===== config.mk =====
export PLATFORM = sky130hd
export DESIGN_NAME = base_clock_ratio_sel_top
export DESIGN_NICKNAME = d
export VERILOG_FILES = /design/src/rtl/base_clock_ratio_sel_pkg.sv /design/src/rtl/base_clock_ratio_sel_accum.sv /design/src/rtl/base_clock_ratio_sel_top.sv
export SDC_FILE = /design/constraint.sdc
export NUM_CORES = 1
export LEC_CHECK = 0
export BUFFER_PORTS_ARGS = -buffer_cell sky130_fd_sc_hd__buf_2
export CAP_MARGIN = 20
export CORE_MARGIN = 2
export CORE_UTILIZATION = 40
export DETAILED_ROUTE_END_ITERATION = 7
export SYNTH_ARGS = -nofsm -noshare
export SYNTH_HDL_FRONTEND = slang
export SYNTH_SLANG_ARGS = --single-unit

===== constraint.sdc =====
create_clock -name CORE_CLK_I -period 3.46 [get_ports CORE_CLK_I]
set_input_delay 0.173 -clock CORE_CLK_I [delete_from_list [all_inputs] [get_ports CORE_CLK_I]]
set_output_delay 0.173 -clock CORE_CLK_I [all_outputs]
set_load 0.1 [all_outputs]

===== src/rtl/base_clock_ratio_sel_pkg.sv =====
// Purpose: Shared constants and types for the async base clock selector
// Assumes: Block clock runs at 200 MHz
// Notes:   Accumulator increments give long-term pulse rate of rate times ratio
package base_clock_ratio_sel_pkg;
  localparam int          SEL_W          = 4;
  localparam int          SEL_MSB_POS    = 7;
  localparam int          ACC_W          = 32;
  localparam int          CLK_HZ         = 200_000_000;
  localparam logic [3:0]  SEL_RESET      = 4'h0;
  localparam logic [3:0]  SEL_EXT        = 4'h0;
  localparam logic [3:0]  SEL_TIMER      = 4'h4;
  localparam logic [1:0]  SEL_RSVD_TOP   = 2'h3;
  localparam logic        RATIO_16X      = 1'b0;
  localparam logic        RATIO_8X       = 1'b1;
  localparam int          TIMER_SYNC_N   = 3;
  // Average rates in bits per second
  localparam longint      RATE_0001_BPS  = 115152;
  localparam longint      RATE_0010_BPS  = 460606;
  localparam longint      RATE_0011_BPS  = 921569;
  localparam longint      RATE_0101_BPS  = 115196;
  localparam longint      RATE_0110_BPS  = 460784;
  localparam longint      RATE_0111_BPS  = 720000;
  localparam longint      RATE_1000_BPS  = 115132;
  localparam longint      RATE_1001_BPS  = 460526;
  localparam longint      RATE_1010_BPS  = 720000;
  localparam longint      RATE_1011_BPS  = 921053;

  // Phase increment for pulse rate = rate * mult, out of 2^ACC_W per block clock
  function automatic logic [ACC_W-1:0] inc_of(input longint rate, input longint mult);
    longint num;
    num = (rate * mult) << ACC_W;
    return ACC_W'(num / CLK_HZ);
  endfunction : inc_of

  typedef enum logic [1:0] {
    BASE_CLOCK_RATIO_SEL_SRC_EXT   = 2'h0,
    BASE_CLOCK_RATIO_SEL_SRC_AVG   = 2'h1,
    BASE_CLOCK_RATIO_SEL_SRC_TIMER = 2'h3,
    BASE_CLOCK_RATIO_SEL_SRC_RSVD  = 2'h2
  } base_clock_ratio_sel_src_t;

  typedef struct packed {
    base_clock_ratio_sel_src_t         src;
    logic              ratio_8x;
    logic [ACC_W-1:0]  inc;
  } base_clock_ratio_sel_cfg_t;

  typedef struct packed {
    logic ch0_a;
    logic ch0_c;
    logic ch1_a;
    logic ch2_a;
  } base_clock_ratio_sel_timer_t;
endpackage : base_clock_ratio_sel_pkg


===== src/rtl/base_clock_ratio_sel_accum.sv =====
// Purpose: Fractional accumulator making base clock enable pulses
// Assumes: Increment is held steady while enabled
// Notes:   Carry out of the phase accumulator is the pulse
`timescale 1ns/1ps
module base_clock_ratio_sel_accum #(
  parameter int ACC_W = 32
) (
  input  wire logic             clk_i,
  input  wire logic             rst_n_i,
  input  wire logic             en_i,
  input  wire logic [ACC_W-1:0] inc_i,
  output logic                  pulse_o
);
  logic [ACC_W-1:0] phase_reg;
  logic [ACC_W:0]   sum;
  logic             pulse_reg;

  assign sum     = {1'b0, phase_reg} + {1'b0, inc_i};
  assign pulse_o = pulse_reg;

  always_ff @(posedge clk_i or negedge rst_n_i) begin
    if (!rst_n_i) begin
      phase_reg <= '0;
      pulse_reg <= 1'b0;
    end else if (en_i) begin
      phase_reg <= sum[ACC_W-1:0];
      pulse_reg <= sum[ACC_W];
    end else begin
      phase_reg <= '0;
      pulse_reg <= 1'b0;
    end
  end
endmodule : base_clock_ratio_sel_accum


===== src/rtl/base_clock_ratio_sel_top.sv =====
// Purpose: Clock source and average rate selector for serial channel zero
// Assumes: Select bits are steady register outputs on the block clock
// Notes:   Timer outputs and the external clock are pins, synchronised here
// How it works
// - Select is four bits; msb from ext_mode_reg_b bit 7, three low bits.
// - Select 0000 takes base clock from external clock input.
// - 0001 gives 115.152 kbps at 16x, for 10.667 MHz only.
// - 0010 gives 460.606 kbps at 8x, for 10.667 MHz only.
// - 0011 gives 921.569 kbps at 8x, for 16 MHz only.
// - 0100 builds base clock from the four timer compare or PWM outputs.
// - 0101 gives 115.196 kbps at 16x, for 16 MHz only.
// - 0110 gives 460.784 kbps at 8x, for 16 MHz only.
// - 720 kbps at 8x via 0111 at 16 MHz or 1010 at 24 MHz.
// - 1000 gives 115.132 kbps at 16x, for 24 MHz only.
// - 1001 gives 460.526 kbps at 16x, for 24 MHz only.
// - 1011 gives 921.053 kbps at 8x, for 24 MHz only.
// - base_clock_ratio_sel 0 means 16x, 1 means 8x, in async mode.
`timescale 1ns/1ps
module base_clock_ratio_sel_top
  import base_clock_ratio_sel_pkg::*;
#(
  parameter int ACC_BITS = ACC_W
) (
  input  wire logic                 CORE_CLK_I,
  input  wire logic                 RST_N_I,
  input  wire logic                 ASYNC_SRC_SEL_MSB_I,
  input  wire logic [2:0]           ASYNC_SRC_SEL_LOW_I,
  input  wire logic                 BASE_CLOCK_RATIO_SEL_I,
  input  wire logic                 EXT_CLOCK_INPUT_SEL_I,
  input  wire logic                 SYNC_ASYNC_SELECT_I,
  input  wire logic                 EXT_CLK_PIN_I,
  input  wire base_clock_ratio_sel_pkg::base_clock_ratio_sel_timer_t TIMER_OUT_I,
  output logic                      BASE_CLK_EN_O,
  output logic                      RATIO_8X_O,
  output logic                      TIMER_SRC_ACTIVE_O,
  output logic                      SEL_RESERVED_O,
  output logic [3:0]                ASYNC_SRC_SEL_O
);
  import base_clock_ratio_sel_pkg::*;

  logic [1:0]              rst_sync_reg;
  logic                    rst_n;
  localparam int           PIN_N     = $bits(base_clock_ratio_sel_timer_t) + 1;
  localparam int           PRIME_END = TIMER_SYNC_N + 1;

  logic [PIN_N-1:0]        pin_raw;
  wire  [PIN_N-1:0]        pin_lvl;
  wire  [PIN_N-1:0]        pin_next;
  logic [2:0]              prime_reg;
  logic                    primed;
  base_clock_ratio_sel_timer_t             tmr_lvl_t;
  base_clock_ratio_sel_timer_t             tmr_next_t;
  logic                    ext_lvl;
  logic                    tmr_lvl;
  logic                    pulse_reg;
  logic                    ratio_reg;
  logic                    rsvd_reg;
  logic                    tmr_act_reg;
  logic [3:0]              sel_reg;
  logic [3:0]              sel;
  logic                    src_ext;
  logic                    src_avg;
  logic                    src_timer;
  logic                    pulse_next;
  logic                    ext_lvl_next;
  logic                    tmr_lvl_next;
  logic                    ext_rise;
  logic                    tmr_rise;
  logic                    acc_pulse;
  logic                    async_ext;
  base_clock_ratio_sel_cfg_t               cfg;

  // Reset released through two flip-flops
  assign rst_n = rst_sync_reg[1];
  always_ff @(posedge CORE_CLK_I or negedge RST_N_I) begin
    if (!RST_N_I) begin
      rst_sync_reg <= 2'h0;
    end else begin
      rst_sync_reg <= {rst_sync_reg[0], 1'b1};
    end
  end

  assign sel = {ASYNC_SRC_SEL_MSB_I, ASYNC_SRC_SEL_LOW_I};

  // Pins are synchronised one by one before any combining, so no glitch is sampled
  assign pin_raw = {EXT_CLK_PIN_I, TIMER_OUT_I};

  // Decode of select to source, ratio and increment
  always_comb begin
    cfg.src      = BASE_CLOCK_RATIO_SEL_SRC_AVG;
    cfg.ratio_8x = RATIO_8X;
    cfg.inc      = '0;
    unique case (sel)
      4'h0: begin
        cfg.src      = BASE_CLOCK_RATIO_SEL_SRC_EXT;
        cfg.ratio_8x = BASE_CLOCK_RATIO_SEL_I;
      end
      4'h1: begin
        cfg.ratio_8x = RATIO_16X;
        cfg.inc      = inc_of(RATE_0001_BPS, 16);
      end
      4'h2: cfg.inc = inc_of(RATE_0010_BPS, 8);
      4'h3: cfg.inc = inc_of(RATE_0011_BPS, 8);
      4'h4: begin
        cfg.src      = BASE_CLOCK_RATIO_SEL_SRC_TIMER;
        cfg.ratio_8x = BASE_CLOCK_RATIO_SEL_I;
      end
      4'h5: begin
        cfg.ratio_8x = RATIO_16X;
        cfg.inc      = inc_of(RATE_0101_BPS, 16);
      end
      4'h6: cfg.inc = inc_of(RATE_0110_BPS, 8);
      4'h7: cfg.inc = inc_of(RATE_0111_BPS, 8);
      4'h8: begin
        cfg.ratio_8x = RATIO_16X;
        cfg.inc      = inc_of(RATE_1000_BPS, 16);
      end
      4'h9: begin
        cfg.ratio_8x = RATIO_16X;
        cfg.inc      = inc_of(RATE_1001_BPS, 16);
      end
      4'hA: cfg.inc = inc_of(RATE_1010_BPS, 8);
      4'hB: cfg.inc = inc_of(RATE_1011_BPS, 8);
      default: begin
        cfg.src      = BASE_CLOCK_RATIO_SEL_SRC_RSVD;
        cfg.ratio_8x = BASE_CLOCK_RATIO_SEL_I;
      end
    endcase
  end

  // Source only acts with external clock chosen in asynchronous mode
  assign async_ext = EXT_CLOCK_INPUT_SEL_I & ~SYNC_ASYNC_SELECT_I;

  // Source decode
  assign src_ext   = (cfg.src == BASE_CLOCK_RATIO_SEL_SRC_EXT);
  assign src_avg   = (cfg.src == BASE_CLOCK_RATIO_SEL_SRC_AVG);
  assign src_timer = (cfg.src == BASE_CLOCK_RATIO_SEL_SRC_TIMER);

  // Fractional accumulator for the average-rate encodings

  base_clock_ratio_sel_accum #(
    .ACC_W (ACC_BITS)
  ) u_accum (
    .clk_i   (CORE_CLK_I),
    .rst_n_i (rst_n),
    .en_i    (async_ext && src_avg),
    .inc_i   (ACC_BITS'(cfg.inc)),
    .pulse_o (acc_pulse)
  );

  // Pin inputs: three stages each, change counted when stages two and three agree
  for (genvar p = 0; p < PIN_N; p++) begin : g_pin
    logic [TIMER_SYNC_N-1:0] sync_reg;
    logic                    lvl_reg;
    logic                    lvl_next;

    assign lvl_next    = (sync_reg[TIMER_SYNC_N-2] == sync_reg[TIMER_SYNC_N-1])
                       ? sync_reg[TIMER_SYNC_N-1] : lvl_reg;
    assign pin_lvl[p]  = lvl_reg;
    assign pin_next[p] = lvl_next;

    always_ff @(posedge CORE_CLK_I or negedge rst_n) begin
      if (!rst_n) begin
        sync_reg <= '0;
        lvl_reg  <= 1'b0;
      end else begin
        sync_reg <= {sync_reg[TIMER_SYNC_N-2:0], pin_raw[p]};
        lvl_reg  <= lvl_next;
      end
    end
  end

  // Edges count only once every synchroniser has filled, so idle-high pins make none
  assign primed = (prime_reg == 3'(PRIME_END));

  always_ff @(posedge CORE_CLK_I or negedge rst_n) begin
    if (!rst_n) begin
      prime_reg <= 3'h0;
    end else begin
      prime_reg <= primed ? prime_reg : prime_reg + 3'h1;
    end
  end

  // Gate of settled timer levels forming the timer base clock
  assign tmr_lvl_t    = base_clock_ratio_sel_timer_t'(pin_lvl[PIN_N-2:0]);
  assign tmr_next_t   = base_clock_ratio_sel_timer_t'(pin_next[PIN_N-2:0]);
  assign tmr_lvl      = (tmr_lvl_t.ch0_a | tmr_lvl_t.ch0_c)
                      ^ (tmr_lvl_t.ch1_a & tmr_lvl_t.ch2_a);
  assign tmr_lvl_next = (tmr_next_t.ch0_a | tmr_next_t.ch0_c)
                      ^ (tmr_next_t.ch1_a & tmr_next_t.ch2_a);
  assign ext_lvl      = pin_lvl[PIN_N-1];
  assign ext_lvl_next = pin_next[PIN_N-1];
  assign ext_rise     = primed & ext_lvl_next & ~ext_lvl;
  assign tmr_rise     = primed & tmr_lvl_next & ~tmr_lvl;

  // Base clock enable from the chosen source
  assign pulse_next = src_ext   ? (async_ext & ext_rise)
                    : src_avg   ? acc_pulse
                    : src_timer ? (async_ext & tmr_rise)
                    : 1'b0;

  // Registered outputs
  always_ff @(posedge CORE_CLK_I or negedge rst_n) begin
    if (!rst_n) begin
      pulse_reg   <= 1'b0;
      ratio_reg   <= RATIO_16X;
      rsvd_reg    <= 1'b0;
      tmr_act_reg <= 1'b0;
      sel_reg     <= SEL_RESET;
    end else begin
      pulse_reg   <= pulse_next;
      ratio_reg   <= cfg.ratio_8x;
      rsvd_reg    <= (sel[3:2] == SEL_RSVD_TOP);
      tmr_act_reg <= async_ext && src_timer;
      sel_reg     <= sel;
    end
  end

  assign BASE_CLK_EN_O      = pulse_reg;
  assign RATIO_8X_O         = ratio_reg;
  assign SEL_RESERVED_O     = rsvd_reg;
  assign TIMER_SRC_ACTIVE_O = tmr_act_reg;
  assign ASYNC_SRC_SEL_O    = sel_reg;
endmodule : base_clock_ratio_sel_top


== Word-level counts from Yosys, hierarchy flattened ==
Index checks and enable logic that the tools add are counted.
Cells by class
  order comparisons: 0
  reductions and logical operators: 8
  bitwise logic cells: 16
  add/subtract/negate cells: 2
  shift operators: 0
  multiplexer cells: 13
  divide/modulo/power cells: 0
  $mul: 0
  equal/unequal tests: 20
Operators by type and width (number)
  $pmux 28 s9: 1
  $add 32x28->33: 1
  $mux 32: 1
  $eq 4x3->1 const B: 4
  $eq 4x4->1 const B: 4
  $reduce_or 10->1: 1
  $and 1x1->1: 9
  $mux 1: 9
  $eq 4x2->1 const B: 2
  $pmux 2 s3: 1
  $reduce_or 6->1: 1
  $eq 1x1->1: 5
  $eq 2x2->1 const B: 2
  $eq 4x1->1 const B: 1
  $logic_not 4->1: 1
  $reduce_or 4->1: 1
  $add 3x1->3 const B: 1
  $eq 3x3->1 const B: 1
  $not 1->1: 3
  $eq 2x1->1 const B: 1
  $logic_and 1x1->1: 2
  $logic_not 2->1: 1
  $or 1x1->1: 2
  $pmux 1 s2: 1
  2 further kinds: 3
Storage, ports and cells
  bits in latches: 0
  bits in registers: 66
  memory bits (writable): 0
  logic and storage cells: 78
  output and inout bits: 8
  memories kept: 0
  memory bits (read-only): 0
  input port bits: 14

== Logic depth before layout (Yosys ltp) ==
Gate-level depths: netlist of run 1.
  depth in word-level cells: 10
  gate-level depth with buffers: 14
  depth with buffers taken out: 13

== Modules after synthesis ==
Synthesis of run 1 repeated with hierarchy kept, for this count alone.
Unflattened totals
  cells, all modules: 471
  area, all modules: 4269.1 um^2
By module, submodules not included
  base_clock_ratio_sel_accum: cells an instance 327, instances 1, sequential area each 825.8 um^2, area each 2802.7 um^2
  base_clock_ratio_sel_top: cells an instance 144, instances 1, sequential area each 825.8 um^2, area each 1466.4 um^2

== Worst setup path before layout of run 1 ==
OpenSTA, ideal clock, no wires.
  kind: input to register
  start point: input ASYNC_SRC_SEL_LOW_I[0]
  end point: register u_accum.phase_reg[30]
  cell stages on the path: 14
  path buffers: 2
  data required time: 3.387 ns
  arrival time: 2.755 ns
  slack: 0.632 ns
  library setup time: 0.073 ns
  cells stage by stage: clkbuf_1 -> clkbuf_1 -> xnor2_1 -> nor3_1 -> ha_1 -> inv_1 -> fa_1 -> nor2b_1 -> o2111ai_1 -> a21oi_2 -> o311ai_2 -> a41oi_2 -> nand3_1 -> a21oi_2
Between the ends
  longest elaborated chain between the ends: 6
  elaborated cells between the ends (all ways): 20
  those cells by class: add/sub: 1; eq/ne: 12; mux: 3; reduce/logical: 4
RTL lines
  from (decl): line base_clock_ratio_sel_top.sv:27  | input wire logic [2:0] ASYNC_SRC_SEL_LOW_I,
  branches (longest 5 deep; another with $add 32x28->33)
  $mux 32 *: line base_clock_ratio_sel_accum.sv:25  | end else if (en_i) begin
  to (signal assigned): line base_clock_ratio_sel_accum.sv:26  | phase_reg <= sum[ACC_W-1:0];
  to (decl): line base_clock_ratio_sel_accum.sv:14  | logic [ACC_W-1:0] phase_reg;
Mark *: on every way between the ends.
A chain may end at the register's enable or synchronous reset.

== Worst setup path in the final report of run 1 ==
  start point: input ASYNC_SRC_SEL_LOW_I[2]
  end point: register u_accum.phase_reg[17]
The elaborated chain is that of the path after synthesis.

==> results of run 1 <==
==> stage by stage <==
| stage | power (mW) | utilization [%] | std cells |
|---|---|---|---|
| 3_5_place_dp | 1.25 | 42.7 | 595 |
| 4_1_cts | 1.88 | 45.1 | 618 |
| 5_1_grt | 1.96 | 45.1 | 618 |
| 2_1_floorplan | 1.17 | - | 456 |
| 6_report | 1.87 | 45.1 | 618 |
| 3_3_place_gp | 1.24 | 42.7 | 595 |
==> cell usage after synthesis, types with 6 or more instances <==
cell,count
a21o_1,11
a21oi_1,36
a31oi_1,6
clkbuf_1,7
dfrtp_1,66
ha_1,30
inv_1,11
nand2_1,39
nand2b_1,6
nand3_1,14
nor2_1,47
nor2b_1,9
nor3_1,13
o21a_1,8
o21ai_0,25
xnor2_1,13
xor2_1,13
==> worst max-delay path: stages <==
cell      delay (ns)
buf_2           0.28
nor2b_1         0.38
nand2_1         0.13
o21ai_0         0.18
ha_1            0.38
a21oi_4         0.10
o21ai_0         0.21
nor3_1          0.08
a211oi_1        0.59
a31oi_1         0.22
o21ai_1         0.23
mux2i_1         0.20
==> per-layer routing <==
metal | vias to the layer above | track usage (%)
met5 | - | 0
li1 | 1677 | -
met4 | 0 | 6.96
met2 | 68 | 28.5
met1 | 1629 | 26.1
met3 | 16 | 3.28
==> power by group through the flow <==
stage / Combinational [mW] / Clock, mW / Sequential, mW
6_report: 0.415 / 0.629 / 0.824
5_1_grt: 0.460 / 0.675 / 0.829
4_1_cts: 0.413 / 0.644 / 0.826
3_5_place_dp: 0.405 / 0 / 0.841
3_3_place_gp: 0.401 / 0 / 0.840
2_1_floorplan: 0.293 / 0 / 0.874
==> final cells by class <==
cell class / count / share of cell area (%)
inverter: 12 / 0.994
sequential: 66 / 35.5
tap: 136 / 3.65
clock buffer: 9 / 2.66
multi-input combinational: 358 / 51.8
timing repair buffer: 30 / 4.08
clock inverter: 7 / 1.32
==> kinds of logic (layout without fill, tap and decap cells) <==
logic type	after synthesis	count (layout)
xor+xnor	26	26
buf+inv	32	58
simple gates	165	165
other cells	1	1
fa+ha+maj	36	36
flops	66	66
compound gates	128	128
mux	2	2
==> worst paths after layout <==
check                                                from                               to  slack [ns]  cells past startpoint
min in group asynchronous                         RST_N_I        rst_sync_reg[1]$_DFF_PN0_        0.12                      2
hold reg to reg                 rst_sync_reg[1]$_DFF_PN0_  u_accum.phase_reg[20]$_DFF_PN0_        0.20                      0
hold / removal                     ASYNC_SRC_SEL_LOW_I[1]     ASYNC_SRC_SEL_O[1]$_DFF_PN0_        0.08                      1
setup reg to reg           u_accum.phase_reg[8]$_DFF_PN0_  u_accum.phase_reg[17]$_DFF_PN0_        0.90                      8
setup / recovery                   ASYNC_SRC_SEL_LOW_I[2]  u_accum.phase_reg[17]$_DFF_PN0_        0.57                     12
max in group asynchronous       rst_sync_reg[1]$_DFF_PN0_   u_accum.phase_reg[7]$_DFF_PN0_        2.30                      1
==> results.yml, run 1 <==
run_status:
  status: "finished clean"
synthesis:
  syn_area_um2: 4240
  synthCells: 456
  synth.avg_cell_area_um2: 9.30
  synth-seq-area-share_pct: 39.0
  synth_top_cell_by_area: "dfrtp_1"
  synth_xor_xnor_area_share_pct: 5.37
  syn_nets: 501
  synth_simple_gate_area_share_pct: 19.9
  synthTopCellsByArea: "dfrtp_1 39%, ha_1 8.9%, a21oi_1 4.3%"
  synth_top_family_by_area: "compound AO/OA/AOI/OAI gates"
  synth_compound_area_share_pct: 20.6
  synthMuxAreaShare_pct: 0.472
  yosysUniqueCellTypes: 65
  yosys.area.top_type_share_pct: 39.0
  synth_fa_ha_area_share_pct: 10.5
  yosys_warnings: 0
  synthFlopType: "dfrtp_1"
  synth_seq_cells: 66
  async_flop_share_pct: 100
  synth_edf_count: 0
pwr:
  combPwrFrac_pct: 22.2
  switching_share_pct: 34.6
  leakage_nw: 2.09
  clock_power_share_pct: 33.7
  power.internal_mw: 1.22
  vdd_drop_max_mv: 0.198
  p_switching_mw: 0.647
  p_seq_share_pct: 44.1
  power_density_nw_per_um2: 401
global_route:
  grt_max_degree: 48
  antenna_found_initial: 0
  first_global_vias: 3301
  grt_overflow: 0
  gr-usage-all-layers_pct: 18.6
  grt_pass1_wl_um: 16300
route:
  drt_iter0_drc: 186
  wire_per_inst_um: 16.0
  drc: 0
  wl_met3_um: 419
  antenna_left: 0
  drt_wl_total_um: 9890
  drt-pass1-iter-count: 4
  via_count: 3390
  via_per_inst: 5.49
  highest_layer: "met4"
  met1_length_um: 4880
  met2WireLength_um: 4370
clock_tree:
  clock_sink_count: 66
  post-cts-setup-buffers: 0
  clk_pin_slew_ns: 0.08
  cts.path.max_buffers: 2
  cts_root_buf: "clkbuf_8"
  htreeDepth: 3
  numCtsBuffers: 9
  ctsHoldBuffers: 7
  cts_resized: 0
  cts_tree: "done"
  clk_latency_ns: 0.37
placed_design:
  dp_hpwl_um: 7320
  gp_congestion: 0.889
  dpl_cell_area_um2: 4400
  io_buffers: 21
  dp_slack_ns: 0.197
sta:
  hold_ws_ns: 0.0782
  finalWorstSetupSlack_ns: 0.572
  max_slew_margin_pct: 50.6
  finalSetupViolations: 0
  fmax_ghz: 0.346
  worst_pin_slew_ns: 0.739
  hold_viol: 0
  fin_skew_ns: 0.0130
  maxSlewViolCount: 0
  period_needed_ns: 2.89
  setup_tns_ns: 0
  finalCritPeriodShare_pct: 83.5
  rsz0062_at_grt: "false"
layout:
  syn_to_final_growth_pct: 9.92
  seq_area_um2: 1650
  layout_commonest_cell: "dfrtp_1"
  drive_gt1_share_pct: 14.5
  multi_input_area_um2: 2410
  final_cell_mix: "65 x dfrtp_1, 47 x nor2_1, 39 x nand2_1"
  n_fill_cell: 1006
  num_antenna_cells: 0
  stdcell_area_um2: 4660
  largest_reg_flops: 32
  layout.nets: 522
critical_path:
  cp-end-kind: "flip-flop"
  cp_data_arrival_time_ns: 3.18
  start_kind: "input port"
  cp_max_fo: 20
  critical_path_class: "in2reg"
  worstPathRequired_ns: 3.75
floorplanning:
  start_util_pct: 41.1
  rows: 37
  fp.dieH_um: 107
  die_w_um: 107
  core_area_um2: 10300
  pin_count: 22
  dieArea_um2: 11400
hold_path:
  hold_class: "in2reg"
run:
  cap_viol_max_count: 0
(Power assumes the default switching activity.)
==> run 2, diff against run 1 <==
ABC_AREA = 1   (was not set)
clock period = 2.59 ns   (was 3.46 ns; I/O delays follow)
==> run 2 against run 1 <==
Compared with the run above: sequential power rose by 32%; register-to-register slack lost 0.32 ns; combinational power grew 39%; global-route usage rose by 2.8 points; non-clock buffer count grew 34; synthesized cell count increased by 63%; cell area is 23% higher; largest cell class unchanged; largest power group is now clock; highest routed layer unchanged.
==> results.yml, run 2 <==
synthesis:
  yosys.area.top_type_share_pct: 34.6
  synth_edf_count: 0
  synthTopCellsByArea: "dfrtp_1 35%, nand2_1 20%, inv_1 12%"
  synth_seq_cells: 66
  synthCells: 741
  synth-seq-area-share_pct: 34.6
  syn_area_um2: 4780
  yosys_warnings: 0
  synth.avg_cell_area_um2: 6.45
  yosysUniqueCellTypes: 32
  synthMostInstantiatedCell: "nand2_1"
  synth_top_cells_by_count: "256 x nand2_1, 149 x inv_1, 100 x nor2_1, 66 x dfrtp_1, 33 x nand3_1"
  synthFlopType: "dfrtp_1"
  synth_top_cell_by_area: "dfrtp_1"
  async_flop_share_pct: 100
  syn_nets: 786
layout:
  syn_to_final_growth_pct: 20.0
  layout.nets: 859
  fin_cells: 962
  final_cell_mix: "255 x nand2_1, 148 x inv_1, 100 x nor2_1"
  largest_reg_flops: 32
  num_antenna_cells: 0
  layout_commonest_cell: "nand2_1"
  n_fill_cell: 1197
  drive_gt1_share_pct: 11.5
sta:
  maxSlewViolCount: 0
  finalCritPeriodShare_pct: 89.4
  worst_pin_slew_ns: 0.860
  max_slew_margin_pct: 42.7
  fmax_ghz: 0.432
  finalSetupViolations: 0
  period_needed_ns: 2.32
  rsz0062_at_grt: "false"
  hold_viol: 0
  setup_tns_ns: 0
  fin_skew_ns: 0.0104
critical_path:
  rr_startpoint: "u_accum.phase_reg[19]$_DFF_PN0_"
  cp_data_arrival_time_ns: 2.54
  cp_common_cell: "nor2_1"
  worstPathRequired_ns: 2.82
  critical_path_class: "in2reg"
  timing.critical_path.buf_inv: 4
  max_stage_delay_ns: 0.41
  cp_max_fo: 5
  setup.worst_path.start: "ASYNC_SRC_SEL_MSB_I"
  critical_path.top_delay_family: "simple AND/OR/NAND/NOR gates"
  cp-end-kind: "flip-flop"
  path_cells: "buf_2 -> buf_4 -> nor2_1 -> inv_1 -> nor2_1 -> nor3_1 -> nand3_1 -> ha_1 -> nand2_1 -> nor2_1 -> inv_1 -> nor2_1 -> nand3_1 -> nand3b_1 -> nand2_1 -> nand2_1 -> nor2_1"
  crit_slowest_cell: "ha_1"
  start_kind: "input port"
clock_tree:
  clock_sink_count: 66
  numCtsBuffers: 9
  clk_pin_slew_ns: 0.05
  cts.path.max_buffers: 2
  cts_tree: "done"
  cts_root_buf: "clkbuf_16"
  clk_latency_ns: 0.34
  htreeDepth: 3
  post-cts-setup-buffers: 0
route:
  drc: 0
  wire_per_inst_um: 13.4
  via_count: 4604
  drt_iter0_drc: 339
  antenna_left: 0
  drt-pass1-iter-count: 4
  drt_wl_total_um: 12900
  via_per_inst: 4.79
floorplanning:
  rows: 39
  start_util_pct: 41.5
  fp.dieH_um: 113
  core_area_um2: 11500
  dieArea_um2: 12800
  die_w_um: 113
  pin_count: 22
pwr:
  vdd_drop_max_mv: 0.329
  power_density_nw_per_um2: 541
  leakage_nw: 3.32
placed_design:
  io_buffers: 21
  place_inst: 936
  gp_congestion: 0.953
  dp_hpwl_um: 10100
global_route:
  gr-usage-all-layers_pct: 21.3
  first_global_vias: 4471
  grt_max_degree: 65
  grt_pass1_wl_um: 21200
  grt_overflow: 0
  antenna_found_initial: 0
hold_path:
  hold_class: "in2reg"
  worstHoldStart: "BASE_CLOCK_RATIO_SEL_I"
run_status:
  status: "finished clean"
run:
  cap_viol_max_count: 0
==> run 2: changes by cell type after synthesis, sizes merged, moves of 11 or more <==
cell	before	now
xor2	13	2
nand2	40	259
inv	11	153
nor2	47	103
o21ai	30	17
nand3	14	34
==> run 2: worst min-delay path, cell delays in order <==
cell,delay (ns)
buf_2,0.08
nand2_1,0.05
o21ai_0,0.06
==> run 2: cell families (layout without fill, tap and decap cells) <==
| group | after synthesis | count (layout) | share of synthesized area (%) |
|---|---|---|---|
| AOI/OAI and AO/OA | 59 | 59 | 7.20 |
| xor gates and xnor gates | 6 | 6 | 1.10 |
| adders and majority gates | 32 | 32 | 8.48 |
| buffers and inverters | 155 | 233 | 12.6 |
| DFF | 66 | 66 | 34.6 |
| other | 1 | 1 | 0.0785 |
| and+or+nand+nor | 422 | 422 | 36.0 |
==> run 2: what timing repair did <==
item | CTS | global route
resized for setup | 0 | 3
hold buffers | 10 | 0
endpoints found under the hold margin | 11 | 0
endpoints found under the setup margin | 0 | 5
==> run 2: stage by stage <==
step | utilization, % | hold WS, ns | cell area, µm² | setup WS, ns | power (mW)
floorplan | - | -0.166 | 4780 | 0.440 | 1.48
global placement | 45.9 | -0.0859 | 5290 | -0.0674 | 1.67
detailed placement | 45.9 | -0.0850 | 5290 | -0.0906 | 1.67
CTS | 49.8 | 0.00549 | 5730 | 0.253 | 3.13
global route | 49.8 | 0.0256 | 5740 | 0.0118 | 3.24
finish | 49.8 | 0.0124 | 5740 | 0.274 | 3.10
==> run 2: path summary, 6_finish.rpt <==
| check | end | slack [ns] | cells after the start |
|---|---|---|---|
| worst min-delay path | RATIO_8X_O$_DFF_PN0_ | 0.01 | 3 |
| worst min register to register | g_pin[0].sync_reg[1]$_DFF_PN0_ | 0.35 | 0 |
| worst max register to register | u_accum.phase_reg[20]$_DFF_PN0_ | 0.58 | 10 |
| max in group asynchronous | g_pin[3].sync_reg[1]$_DFF_PN0_ | 1.57 | 1 |
| min in group asynchronous | rst_sync_reg[1]$_DFF_PN0_ | 0.13 | 2 |
| worst max-delay path | u_accum.phase_reg[20]$_DFF_PN0_ | 0.27 | 17 |
==> run 2: final cells by class <==
| cell class | instances | area [µm²] | share of cell area, % |
|---|---|---|---|
| clock inverter | 6 | 114 | 1.98 |
| inverter | 153 | 577 | 10.1 |
| sequential | 66 | 1650 | 28.8 |
| multi-input combinational | 520 | 2530 | 44.1 |
| clock buffer | 10 | 229 | 3.99 |
| timing repair buffer | 64 | 453 | 7.90 |
| tap | 143 | 179 | 3.12 |
==> run 2: report_power, final <==
group	internal (mW)	leakage (nW)	switching [mW]	total (mW)
clock network	0.944	0.159	0.491	1.43
logic	0.193	2.32	0.383	0.576
registers	1.08	0.847	0.0185	1.09
==> run 2: layer usage <==
metal  vias to the layer above  share of wire [%]  global-route usage (%)
met1                      2066                 47                    27.7
li1                       2381                  -                       -
met2                       128                 46                    34.6
met3                        29                4.8                    4.87
met5                         -                  0                       0
met4                         0                2.9                    8.29
==> run 3, diff against run 2 <==
MAX_ROUTING_LAYER = met4   (was not set)
SETUP_SLACK_MARGIN = 0.5   (was not set)
==> run 3 against run 2 <==
Compared with the run above: critical path depth is 2 higher; clock power is 5% lower; non-clock buffer count is 9 higher; clock-buffer cell count is 1 lower; critical path type unchanged.
==> results.yml, run 3 (synthesis gave the netlist of run 2 again) <==
run_status:
  status: "finished clean"
clock_tree:
  htreeDepth: 3
  clock_sink_count: 66
  cts_root_buf: "clkbuf_16"
  clk_latency_ns: 0.34
  cts_tree: "done"
  clk_pin_slew_ns: 0.06
  cts.path.max_buffers: 2
  numCtsBuffers: 9
placed_design:
  gp_congestion: 1.01
  dpl_cell_area_um2: 5290
  dp_hpwl_um: 10200
  io_buffers: 21
global_route:
  antenna_found_initial: 0
  first_global_vias: 4516
  gr-usage-all-layers_pct: 22.2
  grt_overflow: 0
  grt_max_degree: 40
  grt_pass1_wl_um: 21500
route:
  drt_iter0_drc: 292
  antenna_left: 0
  via_count: 4818
  via_per_inst: 4.96
  drc: 0
  drt_wl_total_um: 14100
  wire_per_inst_um: 14.5
  drt-pass1-iter-count: 5
critical_path:
  critical_path.top_delay_family: "compound AO/OA/AOI/OAI gates"
  critical_path_class: "in2reg"
  worstPathRequired_ns: 2.83
  start_kind: "input port"
  ff2ff_path_depth: 10
  path_cells: "buf_8 -> inv_4 -> nand2_4 -> nor2_2 -> a21oi_4 -> clkinv_4 -> a21oi_4 -> nand3_2 -> ha_4 -> buf_4 -> nand2_1 -> nand2_2 -> inv_1 -> nand2_2 -> a21oi_2 -> nand2_4 -> buf_6 -> o21ai_4 -> a21oi_2"
  cp-end-kind: "flip-flop"
  cp_max_fo: 6
  max_stage_delay_ns: 0.28
  timing.critical_path.buf_inv: 6
  crit_slowest_cell: "ha_4"
  cp_data_arrival_time_ns: 2.29
  cp_num_cells: 19
layout:
  drive_gt1_share_pct: 29.2
  layout.nets: 868
  final_cell_mix: "213 x nand2_1, 135 x inv_1, 65 x dfrtp_1, 65 x nor2_1"
  num_antenna_cells: 0
  largest_reg_flops: 32
  syn_to_final_growth_pct: 37.1
  stdcell_area_um2: 6550
  layout_commonest_cell: "nand2_1"
pwr:
  vdd_drop_max_mv: 0.352
  power_density_nw_per_um2: 486
  p_total_mw: 3.19
  leakage_nw: 3.48
sta:
  finalSetupViolations: 0
  finalCritPeriodShare_pct: 79.1
  maxSlewViolCount: 0
  period_needed_ns: 2.05
  rsz0062_at_grt: "true"
  fin_skew_ns: 0.00998
  worst_pin_slew_ns: 0.689
  hold_viol: 0
  fmax_ghz: 0.488
  max_slew_margin_pct: 54.1
floorplanning:
  die_w_um: 113
  core_area_um2: 11500
  dieArea_um2: 12800
  pin_count: 22
  fp.dieH_um: 113
  start_util_pct: 41.5
  rows: 39
hold_path:
  hold_class: "in2reg"
  worstHoldPathCells: 3
run:
  cap_viol_max_count: 0
run 3: cell types whose count changed in the layout (fill, tap and decap cells not counted), sizes merged:
cell    previous run  this run
buf               54        63
clkinv             0         3
inv              154       153
clkbuf            10         9
bufinv             3         2
run 3: final timing paths:
kind	startpoint	endpoint	slack, ns
max reg2reg	u_accum.phase_reg[23]$_DFF_PN0_	u_accum.phase_reg[30]$_DFF_PN0_	0.63
max	ASYNC_SRC_SEL_MSB_I	u_accum.phase_reg[14]$_DFF_PN0_	0.54
max in group asynchronous	rst_sync_reg[1]$_DFF_PN0_	g_pin[3].sync_reg[0]$_DFF_PN0_	1.63
min	BASE_CLOCK_RATIO_SEL_I	RATIO_8X_O$_DFF_PN0_	0.02
min in group asynchronous	RST_N_I	rst_sync_reg[0]$_DFF_PN0_	0.10
min reg2reg	rst_sync_reg[1]$_DFF_PN0_	ASYNC_SRC_SEL_O[0]$_DFF_PN0_	0.31
run 3: layer usage:
layer | part of all wire (%) | track usage [%] | vias up
li1 | - | - | 2406
met1 | 45 | 27.8 | 2254
met2 | 48 | 35.5 | 138
met3 | 5.3 | 4.34 | 20
met4 | 2.0 | 8.37 | 0
met5 | 0 | - | -
run 3: repair_timing:
| item | in CTS | in global routing |
|---|---|---|
| buffers inserted | 1 | 16 |
| endpoints found under the hold margin | 10 | 1 |
| resized for setup | 36 | 149 |
| endpoints found under the setup margin | 20 | 26 |
| hold buffers | 9 | 1 |
| pin swaps | 3 | 48 |
run 3: metrics by stage:
step	worst slack (ns)	hold slack, ns	TNS (ns)	instances	utilization [%]
final	0.541	0.0161	0	971	56.9
after CTS	0.469	0.000959	0	954	50.8
after floorplan	0.496	-0.166	0	741	-
after global routing	0.398	0.0501	0	971	56.9
after global placement	-0.182	-0.0849	-0.463	928	45.9
after detailed placement	-0.182	-0.0819	-0.392	928	45.9
run 3: layout make-up:
| type | count | area (µm²) |
|---|---|---|
| Fill cell | 1053 | 4960 |
| Inverter | 153 | 597 |
| Timing Repair Buffer | 73 | 566 |
| Multi-Input combinational cell | 520 | 3230 |
| Clock inverter | 7 | 101 |
| Clock buffer | 9 | 225 |
| Sequential cell | 66 | 1650 |
| Tap cell | 143 | 179 |
run 3: report_power, final:
| part | total [mW] | internal (mW) | switching, mW |
|---|---|---|---|
| Sequential | 1.11 | 1.07 | 0.0329 |
| Combinational | 0.723 | 0.271 | 0.451 |
| Clock | 1.36 | 0.849 | 0.507 |
| Total | 3.19 | 2.20 | 0.992 |
run 3: tightest hold or removal path, delay by kind of cell:
kind | cells | cell delay (ns)
buf+inv | 1 | 0.07
compound gates | 1 | 0.06
simple gates | 1 | 0.05
